==> src/include/dcl_cfg.svh <==
// Constants for the dual-channel configuration latches.
// Assumes inclusion by bare name from include/.
`ifndef DCL_CFG_SVH
`define DCL_CFG_SVH

// Bus geometry
`define DCL_ADDR_W        3
`define DCL_DATA_W        7
`define DCL_NUM_CH        2
`define DCL_BANKS_PER_CH  3
`define DCL_NUM_BANKS     6

// Bank addresses
`define DCL_ADDR_A_S0     3'h0
`define DCL_ADDR_A_S1     3'h1
`define DCL_ADDR_A_DYN    3'h2
`define DCL_ADDR_TEST0    3'h3
`define DCL_ADDR_TEST1    3'h4
`define DCL_ADDR_B_S0     3'h5
`define DCL_ADDR_B_S1     3'h6
`define DCL_ADDR_B_DYN    3'h7

// Field positions, static bank 0
`define DCL_RATE_BIT      0
// Field positions, static bank 1
`define DCL_TRG_BIT       0
`define DCL_SD1_LSB       3
`define DCL_SD2_LSB       5
// Field positions, dynamic bank
`define DCL_ROE1_BIT      1
`define DCL_ROE2_BIT      2
`define DCL_MODE_LO_BIT   4
`define DCL_PWR_BIT       5
`define DCL_MODE_HI_BIT   6

// Reset words (fixed bits set, don't-care bits zero)
`define DCL_RST_S0        7'h41
`define DCL_RST_S1        7'h50
`define DCL_RST_DYN       7'h50

`endif

==> src/include/dcl_pkg.sv <==
// Types shared by the configuration latch design.
// Assumes dcl_cfg.svh is on the include path.
package dcl_pkg;
    typedef logic [6:0] dcl_bank_t;

    typedef enum logic [1:0] {
        DCL_MODE_BAD0    = 2'h0,
        DCL_MODE_VIDEO   = 2'h1,
        DCL_MODE_SELFTST = 2'h2,
        DCL_MODE_BAD3    = 2'h3
    } dcl_rx_mode_t;

    typedef enum logic [1:0] {
        DCL_SD_OFF  = 2'h0,
        DCL_SD_LOW  = 2'h1,
        DCL_SD_MID  = 2'h2,
        DCL_SD_HIGH = 2'h3
    } dcl_sd_thresh_t;
endpackage
==> src/core/dcl_config_latches.sv <==
// Configuration latch file of a dual-channel reclocking deserializer.
// Assumes write strobe, address, data and speed pins are asynchronous
// to clock and held stable by the controller for at least three cycles.
//
// What this block and its controller do
// Six 7-bit write-only latch banks, never read.
// Strobe low captures data into addressed bank.
// Channels configured independently of each other.
// Addresses 0 to 2 configure channel A.
// Banks 0,1,5,6 static; 2,7 dynamic.
// Addresses 3 and 4 reserved, no channel effect.
// Controller writes fixed bits with prescribed values.
// Clock rate select resets to 1, half rate.
// Clock rate select 0 gives full rate.
// Primary detect threshold resets to 10.
// Secondary detect threshold same encoding and reset.
// Training multiplier resets 0; 1 doubles clock.
// Controller avoids multiplier 1 with speed low.
// Receive power resets 0, off; 1 enables.
// Reception mode resets 11; 01 video, 10 selftest.
// Controller writes mode 01 or 10 before use.
// Primary retimed output enable resets 0.
// Secondary retimed output enable resets 0.
// Both drivers off powers down reclocking logic.
// Reset disables drivers, restores all latches.
// Controller resets, writes static, then dynamic banks.
// Controller shadows banks, rewrites whole words.
`timescale 1ns/10ps
`include "dcl_cfg.svh"
module dcl_config_latches
    import dcl_pkg::*;
#(
    parameter int NUM_CH = `DCL_NUM_CH
) (
    // Clock and reset
    input  wire logic              clock,
    input  wire logic              rst_b,
    // Configuration write port pins
    input  wire logic              config_write_strobe_n,
    input  wire logic [2:0]        config_addr,
    input  wire dcl_bank_t         config_data,
    // Speed range pins, one per channel
    input  wire logic [NUM_CH-1:0] speed_range_select,
    // Static settings, one entry per channel
    output logic [NUM_CH-1:0]      recovered_clock_rate_sel,
    output logic [NUM_CH-1:0][1:0] primary_detect_threshold_sel,
    output logic [NUM_CH-1:0][1:0] secondary_detect_threshold_sel,
    output logic [NUM_CH-1:0]      training_clock_multiplier_sel,
    // Dynamic settings, one entry per channel
    output logic [NUM_CH-1:0]      rx_channel_power_on,
    output logic [NUM_CH-1:0][1:0] reception_mode_sel,
    output logic [NUM_CH-1:0]      primary_retimed_out_enable,
    output logic [NUM_CH-1:0]      secondary_retimed_out_enable,
    // Derived controls and status, one entry per channel
    output logic [NUM_CH-1:0]      reclock_power_on,
    output logic [NUM_CH-1:0]      self_test_enable,
    output logic [NUM_CH-1:0]      video_rx_enable,
    output logic [NUM_CH-1:0]      reception_mode_invalid,
    output logic [NUM_CH-1:0]      reserved_rate_combo
);

    // Bank index to address: channel base plus position in channel
    function automatic logic [2:0] bank_addr(input int idx);
        logic [2:0] base;
        base = (idx >= `DCL_BANKS_PER_CH) ? `DCL_ADDR_B_S0 : `DCL_ADDR_A_S0;
        return base + 3'(idx % `DCL_BANKS_PER_CH);
    endfunction

    // Bank index to its reset word
    function automatic dcl_bank_t bank_reset(input int idx);
        dcl_bank_t val;
        case (idx % `DCL_BANKS_PER_CH)
            0:       val = `DCL_RST_S0;
            1:       val = `DCL_RST_S1;
            default: val = `DCL_RST_DYN;
        endcase
        return val;
    endfunction

    // Pin synchronisers
    logic                strobe_s1_r;
    logic                strobe_s2_r;
    logic [2:0]          addr_s1_r;
    logic [2:0]          addr_s2_r;
    dcl_bank_t           data_s1_r;
    dcl_bank_t           data_s2_r;
    logic [NUM_CH-1:0]   speed_s1_r;
    logic [NUM_CH-1:0]   speed_s2_r;

    // Bank storage
    logic [`DCL_NUM_BANKS-1:0] bank_we;
    dcl_bank_t                 bank_q [`DCL_NUM_BANKS];
    logic                      wr_active;
    logic                      wr_test_addr;

    // Derived flops and their next values
    logic [NUM_CH-1:0]   reclock_pwr_r;
    logic [NUM_CH-1:0]   self_test_r;
    logic [NUM_CH-1:0]   video_r;
    logic [NUM_CH-1:0]   mode_bad_r;
    logic [NUM_CH-1:0]   rsvd_combo_r;
    logic [NUM_CH-1:0]   reclock_pwr_nxt;
    logic [NUM_CH-1:0]   self_test_nxt;
    logic [NUM_CH-1:0]   video_nxt;
    logic [NUM_CH-1:0]   mode_bad_nxt;
    logic [NUM_CH-1:0]   rsvd_combo_nxt;

    // Pins are asynchronous; two flops before any use
    always_ff @(posedge clock or negedge rst_b) begin
        if (!rst_b) begin
            strobe_s1_r <= 1'b1;
            strobe_s2_r <= 1'b1;
            addr_s1_r   <= 3'h0;
            addr_s2_r   <= 3'h0;
            data_s1_r   <= 7'h00;
            data_s2_r   <= 7'h00;
            speed_s1_r  <= '0;
            speed_s2_r  <= '0;
        end else begin
            strobe_s1_r <= config_write_strobe_n;
            strobe_s2_r <= strobe_s1_r;
            addr_s1_r   <= config_addr;
            addr_s2_r   <= addr_s1_r;
            data_s1_r   <= config_data;
            data_s2_r   <= data_s1_r;
            speed_s1_r  <= speed_range_select;
            speed_s2_r  <= speed_s1_r;
        end
    end

    // Level-sensitive capture: every cycle the strobe is low writes
    assign wr_active    = !strobe_s2_r;
    // Test addresses decode to no bank
    assign wr_test_addr = wr_active && (addr_s2_r == `DCL_ADDR_TEST0 ||
                                        addr_s2_r == `DCL_ADDR_TEST1);

    // Six banks; index 0..2 channel A, 3..5 channel B
    for (genvar i = 0; i < `DCL_NUM_BANKS; i++) begin : g_bank
        assign bank_we[i] = wr_active && (addr_s2_r == bank_addr(i));

        dcl_latch_bank #(
            .RESET_VAL (bank_reset(i))
        ) u_bank (
            .clock   (clock),
            .rst_b   (rst_b),
            .wr_en   (bank_we[i]),
            .wr_data (data_s2_r),
            .bank_q  (bank_q[i])
        );
    end

    // Field slices; no read path exists for any bank
    for (genvar c = 0; c < NUM_CH; c++) begin : g_chan
        localparam int S0  = c * `DCL_BANKS_PER_CH;
        localparam int S1  = S0 + 1;
        localparam int DYN = S0 + 2;

        // 1 half rate, 0 full rate
        assign recovered_clock_rate_sel[c] = bank_q[S0][`DCL_RATE_BIT];
        assign primary_detect_threshold_sel[c] =
            bank_q[S1][`DCL_SD1_LSB +: 2];
        assign secondary_detect_threshold_sel[c] =
            bank_q[S1][`DCL_SD2_LSB +: 2];
        assign training_clock_multiplier_sel[c] = bank_q[S1][`DCL_TRG_BIT];
        assign rx_channel_power_on[c] = bank_q[DYN][`DCL_PWR_BIT];
        assign reception_mode_sel[c] = {bank_q[DYN][`DCL_MODE_HI_BIT],
                                        bank_q[DYN][`DCL_MODE_LO_BIT]};
        assign primary_retimed_out_enable[c] = bank_q[DYN][`DCL_ROE1_BIT];
        assign secondary_retimed_out_enable[c] = bank_q[DYN][`DCL_ROE2_BIT];

        // Reclocker stays powered while either driver is on
        assign reclock_pwr_nxt[c] = primary_retimed_out_enable[c] |
                                    secondary_retimed_out_enable[c];
        assign self_test_nxt[c]   = reception_mode_sel[c] == DCL_MODE_SELFTST;
        assign video_nxt[c]       = reception_mode_sel[c] == DCL_MODE_VIDEO;
        assign mode_bad_nxt[c]    = !(self_test_nxt[c] || video_nxt[c]);
        // Flags the reserved multiplier and speed pairing
        assign rsvd_combo_nxt[c]  = training_clock_multiplier_sel[c] &
                                    !speed_s2_r[c];
    end

    always_ff @(posedge clock or negedge rst_b) begin
        if (!rst_b) begin
            reclock_pwr_r <= '0;
            self_test_r   <= '0;
            video_r       <= '0;
            mode_bad_r    <= '1;
            rsvd_combo_r  <= '0;
        end else begin
            reclock_pwr_r <= reclock_pwr_nxt;
            self_test_r   <= self_test_nxt;
            video_r       <= video_nxt;
            mode_bad_r    <= mode_bad_nxt;
            rsvd_combo_r  <= rsvd_combo_nxt;
        end
    end

    assign reclock_power_on       = reclock_pwr_r;
    assign self_test_enable       = self_test_r;
    assign video_rx_enable        = video_r;
    assign reception_mode_invalid = mode_bad_r;
    assign reserved_rate_combo    = rsvd_combo_r;

    // Marks the first edge after reset release
    logic after_rst_r;
    always_ff @(posedge clock or negedge rst_b) begin
        if (!rst_b) begin
            after_rst_r <= 1'b1;
        end else begin
            after_rst_r <= 1'b0;
        end
    end
endmodule

==> src/core/dcl_latch_bank.sv <==
// One 7-bit write-only configuration latch bank.
// Assumes write enable and data come from the same clock domain.
`timescale 1ns/10ps
module dcl_latch_bank
    import dcl_pkg::*;
#(
    parameter dcl_bank_t RESET_VAL = 7'h00
) (
    // Clock and reset
    input  wire logic      clock,
    input  wire logic      rst_b,
    // Write side
    input  wire logic      wr_en,
    input  wire dcl_bank_t wr_data,
    // Stored word
    output dcl_bank_t      bank_q
);
    dcl_bank_t bank_r;
    dcl_bank_t bank_nxt;

    assign bank_nxt = wr_en ? wr_data : bank_r;
    assign bank_q   = bank_r;

    always_ff @(posedge clock or negedge rst_b) begin
        if (!rst_b) begin
            bank_r <= RESET_VAL;
        end else begin
            bank_r <= bank_nxt;
        end
    end
endmodule

==> config.mk <==
export PLATFORM = sky130hd
export DESIGN_NAME = dcl_config_latches
export DESIGN_NICKNAME = d
export VERILOG_FILES = /design/src/include/dcl_pkg.sv /design/src/core/dcl_config_latches.sv /design/src/core/dcl_latch_bank.sv
export VERILOG_INCLUDE_DIRS = /design/src /design/src/include
export SDC_FILE = /design/constraint.sdc
export NUM_CORES = 1
export LEC_CHECK = 0
export BUFFER_PORTS_ARGS = -buffer_cell sky130_fd_sc_hd__buf_2
export CAP_MARGIN = 10
export CORE_ASPECT_RATIO = 1.5
export CORE_MARGIN = 2
export CORE_UTILIZATION = 51
export DETAILED_ROUTE_END_ITERATION = 6
export PLACE_DENSITY = 0.8
export SYNTH_ARGS = -nofsm -noshare
export SYNTH_HDL_FRONTEND = slang
export SYNTH_SLANG_ARGS = --single-unit
==> constraint.sdc <==
create_clock -name clock -period 1.5 [get_ports clock]
set_input_delay 0.45 -clock clock [delete_from_list [all_inputs] [get_ports clock]]
set_output_delay 0.45 -clock clock [all_outputs]
set_load 0.1 [all_outputs]
* Yosys cells after proc, flatten, opt, wreduce, memory -nomap -nowiden *
Cells that the tools add are included.

word-level totals
  register bits after elaboration = 66
  bits of input ports = 15
  output and inout port bits = 32
  logic and storage cells = 46

operators by class
  eq/ne operators = 9
  bitwise logic cells = 4
  reductions and logical operators = 14

operator list
  cell                                                                   number
  3-bit equality test, second input constant                             3
  1-bit logical AND                                                      6
  1-bit logical NOT                                                      5
  2-bit by 1-bit equality test with 1-bit output, second input constant  2
  2-bit equality test, second input constant                             2
  3-bit by 1-bit equality test with 1-bit output, second input constant  1
  3-bit by 2-bit equality test with 1-bit output, second input constant  1
  3-bit logical NOT                                                      1
  1-bit bitwise AND                                                      2
  1-bit logical OR                                                       2
  1-bit bitwise OR                                                       2

* Longest topological paths before layout *
  depth after elaboration = 3
  depth in mapped cells = 2
  mapped depth without buffers = 2

* By module *
A second synthesis with hierarchy kept.

second synthesis, totals
  cells, all modules = 144
  area total of the unflattened synthesis = 2820.2 µm²

by module, submodules not included
  module              times used  cells each  area each (µm²)  seq. area each (µm²)
  dcl_latch_bank      6           15          294.0            177.7
  dcl_config_latches  1           54          1056.0           905.9

* Least setup slack after synthesis *
No wires, ideal clock.

  path type = flip-flop to output port
  start point = register g_bank[2].u_bank.bank_r[2]
  end point = output secondary_retimed_out_enable[0]
  arrival time = 0.904 ns
  required time = 1.050 ns
  slack = 0.146 ns
  cell stages (with the launch flop) = 1
  buffers on the path = 0
  cell sequence = dfrtp_1

RTL lines
  what                      line                      text
  start: declaration        dcl_latch_bank.sv:18      dcl_bank_t bank_r;
  start signal: assignment  dcl_latch_bank.sv:28      bank_r <= bank_nxt;
  end: declaration          dcl_config_latches.sv:53  output logic [NUM_CH-1:0] secondary_retimed_out_enable,

No word-level cell between the ends.

* Worst setup path after layout *
  start point = register g_bank[5].u_bank.bank_r[6]
  end point = output reception_mode_sel[3] (netlist bit)

RTL lines
  what                      line                      text
  start: declaration        dcl_latch_bank.sv:18
  start signal: assignment  dcl_latch_bank.sv:28
  end: declaration          dcl_config_latches.sv:51  output logic [NUM_CH-1:0][1:0] reception_mode_sel,

No word-level cell between the ends.

==> run summary <==
Initial Util = 52.5%
Reg2reg start = addr_s2_r[2]
DRC Markers = 0
Hold Fails Final Rpt = 0
TritonCTS clock tree = yes
Final #Nets = 184
Final wirelength = 3240 um
Buf/Inv on CP = 1
Worst path max stage delay = 0.56 ns
Post-route ant nets = 0
R2R Setup Slk = 0.09 ns
Fin util = 77.8%
R2R cell count = 3
Die Y = 78.7 um
GPL Wtd Cong = 0.746
Max-slew violations = 0
Max Cap Violations = 0
Required time of the critical path = 1.05 ns
IO Count = 47
Cell family with most CP delay = flip-flops
Die area = 4240 sq um
Slew headroom = 74.3%
Cell area after synthesis = 1900 sq um
Post-Syn Area per Cell = 19.4 sq um
Synthesized Nets = 117
Clock Tree Buf Depth = 2
Reg2Reg Capture Point = g_bank[2].u_bank.bank_q[1]
Average wire per standard cell = 15.2 um
Initial DRC Count = 15
CTS Buf Count = 9
Clk sink count = 58
WHS = 0.111 ns
Failing checks = negative setup slack
Standby leakage power = 1.30 nW
Worst Hold Class = in -> async
Setup_tns = -0.0766 ns
Row Count = 27
CP Cell Sequence = buf_12
Cells after synthesis = 98
Placeable Area = 3610 sq um
Fmax = 659 MHz
Initial antenna violation count = 0
Final clock skew = 0.00361 ns
Number of distinct library cells after synthesis = 12
Port Buf Inserts = 46
Peak supply drop = 0.00182 V
CP Max Fanout = 2
DPL Wire Length = 2090 um
H-tree levels = 3
Crit path kind = reg -> out
Layout cells sized above 1 = 65.3%
CP arrival = 1.07 ns
Status = finished with violations
Worst path slowest cell = dfstp_2
First-pass DRT Iterations = 5
Final worst-path cycle share = 101%
Seq/Total Area, Yosys = 77.4%
Largest net degree at the start of global routing = 59
Total track usage = 18.9%
Cell Pwr Density = 2070 nW/um^2
Number of global-route vias before repair = 1,104
Final WS setup = -0.0169 ns
Routed vias = 1,019
Worst Tran Pin Value = 0.383 ns
Clk slew on worst S/H paths = 0.06 ns
RSZ-0062 raised after global routing = yes
Synth warn = 0
Grt total ovfl = 0
Final setup viols = 10
#FFs+latches synth = 58
Cts hold-fix bufs = 0
Post-layout min period = 1.52 ns
Clock root buffer = clkbuf_8
Clock latency on the worst-skew pair = 0.33 ns
Antenna cells = 0
Critical Path End Type = output port
Kind of start point of the critical path = flip-flop
Vias per cell = 4.78
Chip width = 53.8 um
FILL cells = 195
First-pass GRT wire length = 5290 um
Area grow syn2layout = 48.3%
state kept, by name (all words and copies together), names as in the netlist, 3 cells and up:
signal and count:
data_s2_r 7, addr_s1_r 3, g_bank.u_bank.bank_q 22, addr_s2_r 3, data_s1_r 7
final cells by class:
class                      count  area [sq um]  share of cell area, %
clock buffer                  13           149                   5.29
clock inverter                 3          15.0                  0.534
inverter                       4          15.0                  0.534
multi-input combinational     36           414                   14.7
sequential                    58          1470                   52.2
tap                           43          53.8                   1.91
timing repair buffer          56           698                   24.8
per-stage QoR:
stage	worst slack (ns)	total power [mW]	std cells	cell area, sq um
after floorplan	0.146	3.68	98	1900
after global placement	0.144	4.55	191	2580
after detailed placement	0.108	4.59	191	2580
after CTS	-0.0395	5.86	211	2800
after global routing	-0.0497	6.02	213	2810
final	-0.0169	5.81	213	2810
cells by family after synthesis:
logic type	share of synthesized area [%]
adders and majority gates	2.64
buffers and inverters	0.791
DFF	77.4
muxes	13.1
and+or+nand+nor	6.13
repair_timing:
item,CTS,global route
endpoints found under the hold margin,0,0
setup endpoints to repair,20,12
buffers inserted,4,2
resized for setup,8,0
worst max path at each step:
stage / from / endpoint / depth (start not counted)
finish: g_bank[5].u_bank.bank_q[6] / reception_mode_sel[3] / 1
detailed placement: addr_s2_r[2] / g_bank[1].u_bank.bank_q[5] / 3
CTS: g_bank[1].u_bank.bank_q[6] / secondary_detect_threshold_sel[1] / 1
global placement: addr_s2_r[2] / g_bank[1].u_bank.bank_q[3] / 3
global route: g_bank[1].u_bank.bank_q[4] / primary_detect_threshold_sel[1] / 1
floorplan: g_bank[2].u_bank.bank_q[2] / secondary_retimed_out_enable[0] / 0
layer usage:
layer	GRT usage, %	wire length, um	vias to the layer above
met4	11.5	65	0
li1	-	-	466
met5	0	0	-
met2	27.2	1750	39
met3	7.89	165	4
met1	23.3	1260	510
report_power, final:
part	switching (mW)	internal, mW	leakage [nW]
Clock	0.544	0.636	0.0872
Combinational	1.70	0.848	0.544
Sequential	0.214	1.87	0.670
Total	2.46	3.35	1.30
cells in the final DEF (no fill, tap or decap), drive strengths merged:
master / count
buf: 56
clkbuf: 13
dfrtp: 44
ha: 4
inv: 4
or2: 2
nor4b: 2
nor4: 1
nor2b: 2
mux2: 22
and4bb: 2
clkinv: 3
dfstp: 14
nand4b: 1
synthesized netlist by cell type (all sizes together):
master / count / share of area [%]
inv: 4 / 0.79
nor4: 1 / 0.33
mux2: 22 / 13
or2: 2 / 0.66
ha: 4 / 2.6
nor2b: 2 / 0.66
dfstp: 14 / 19
dfrtp: 44 / 58
and4bb: 2 / 1.5
nand4b: 1 / 0.46
nor4b: 2 / 2.5
(Power assumes the default switching activity.)
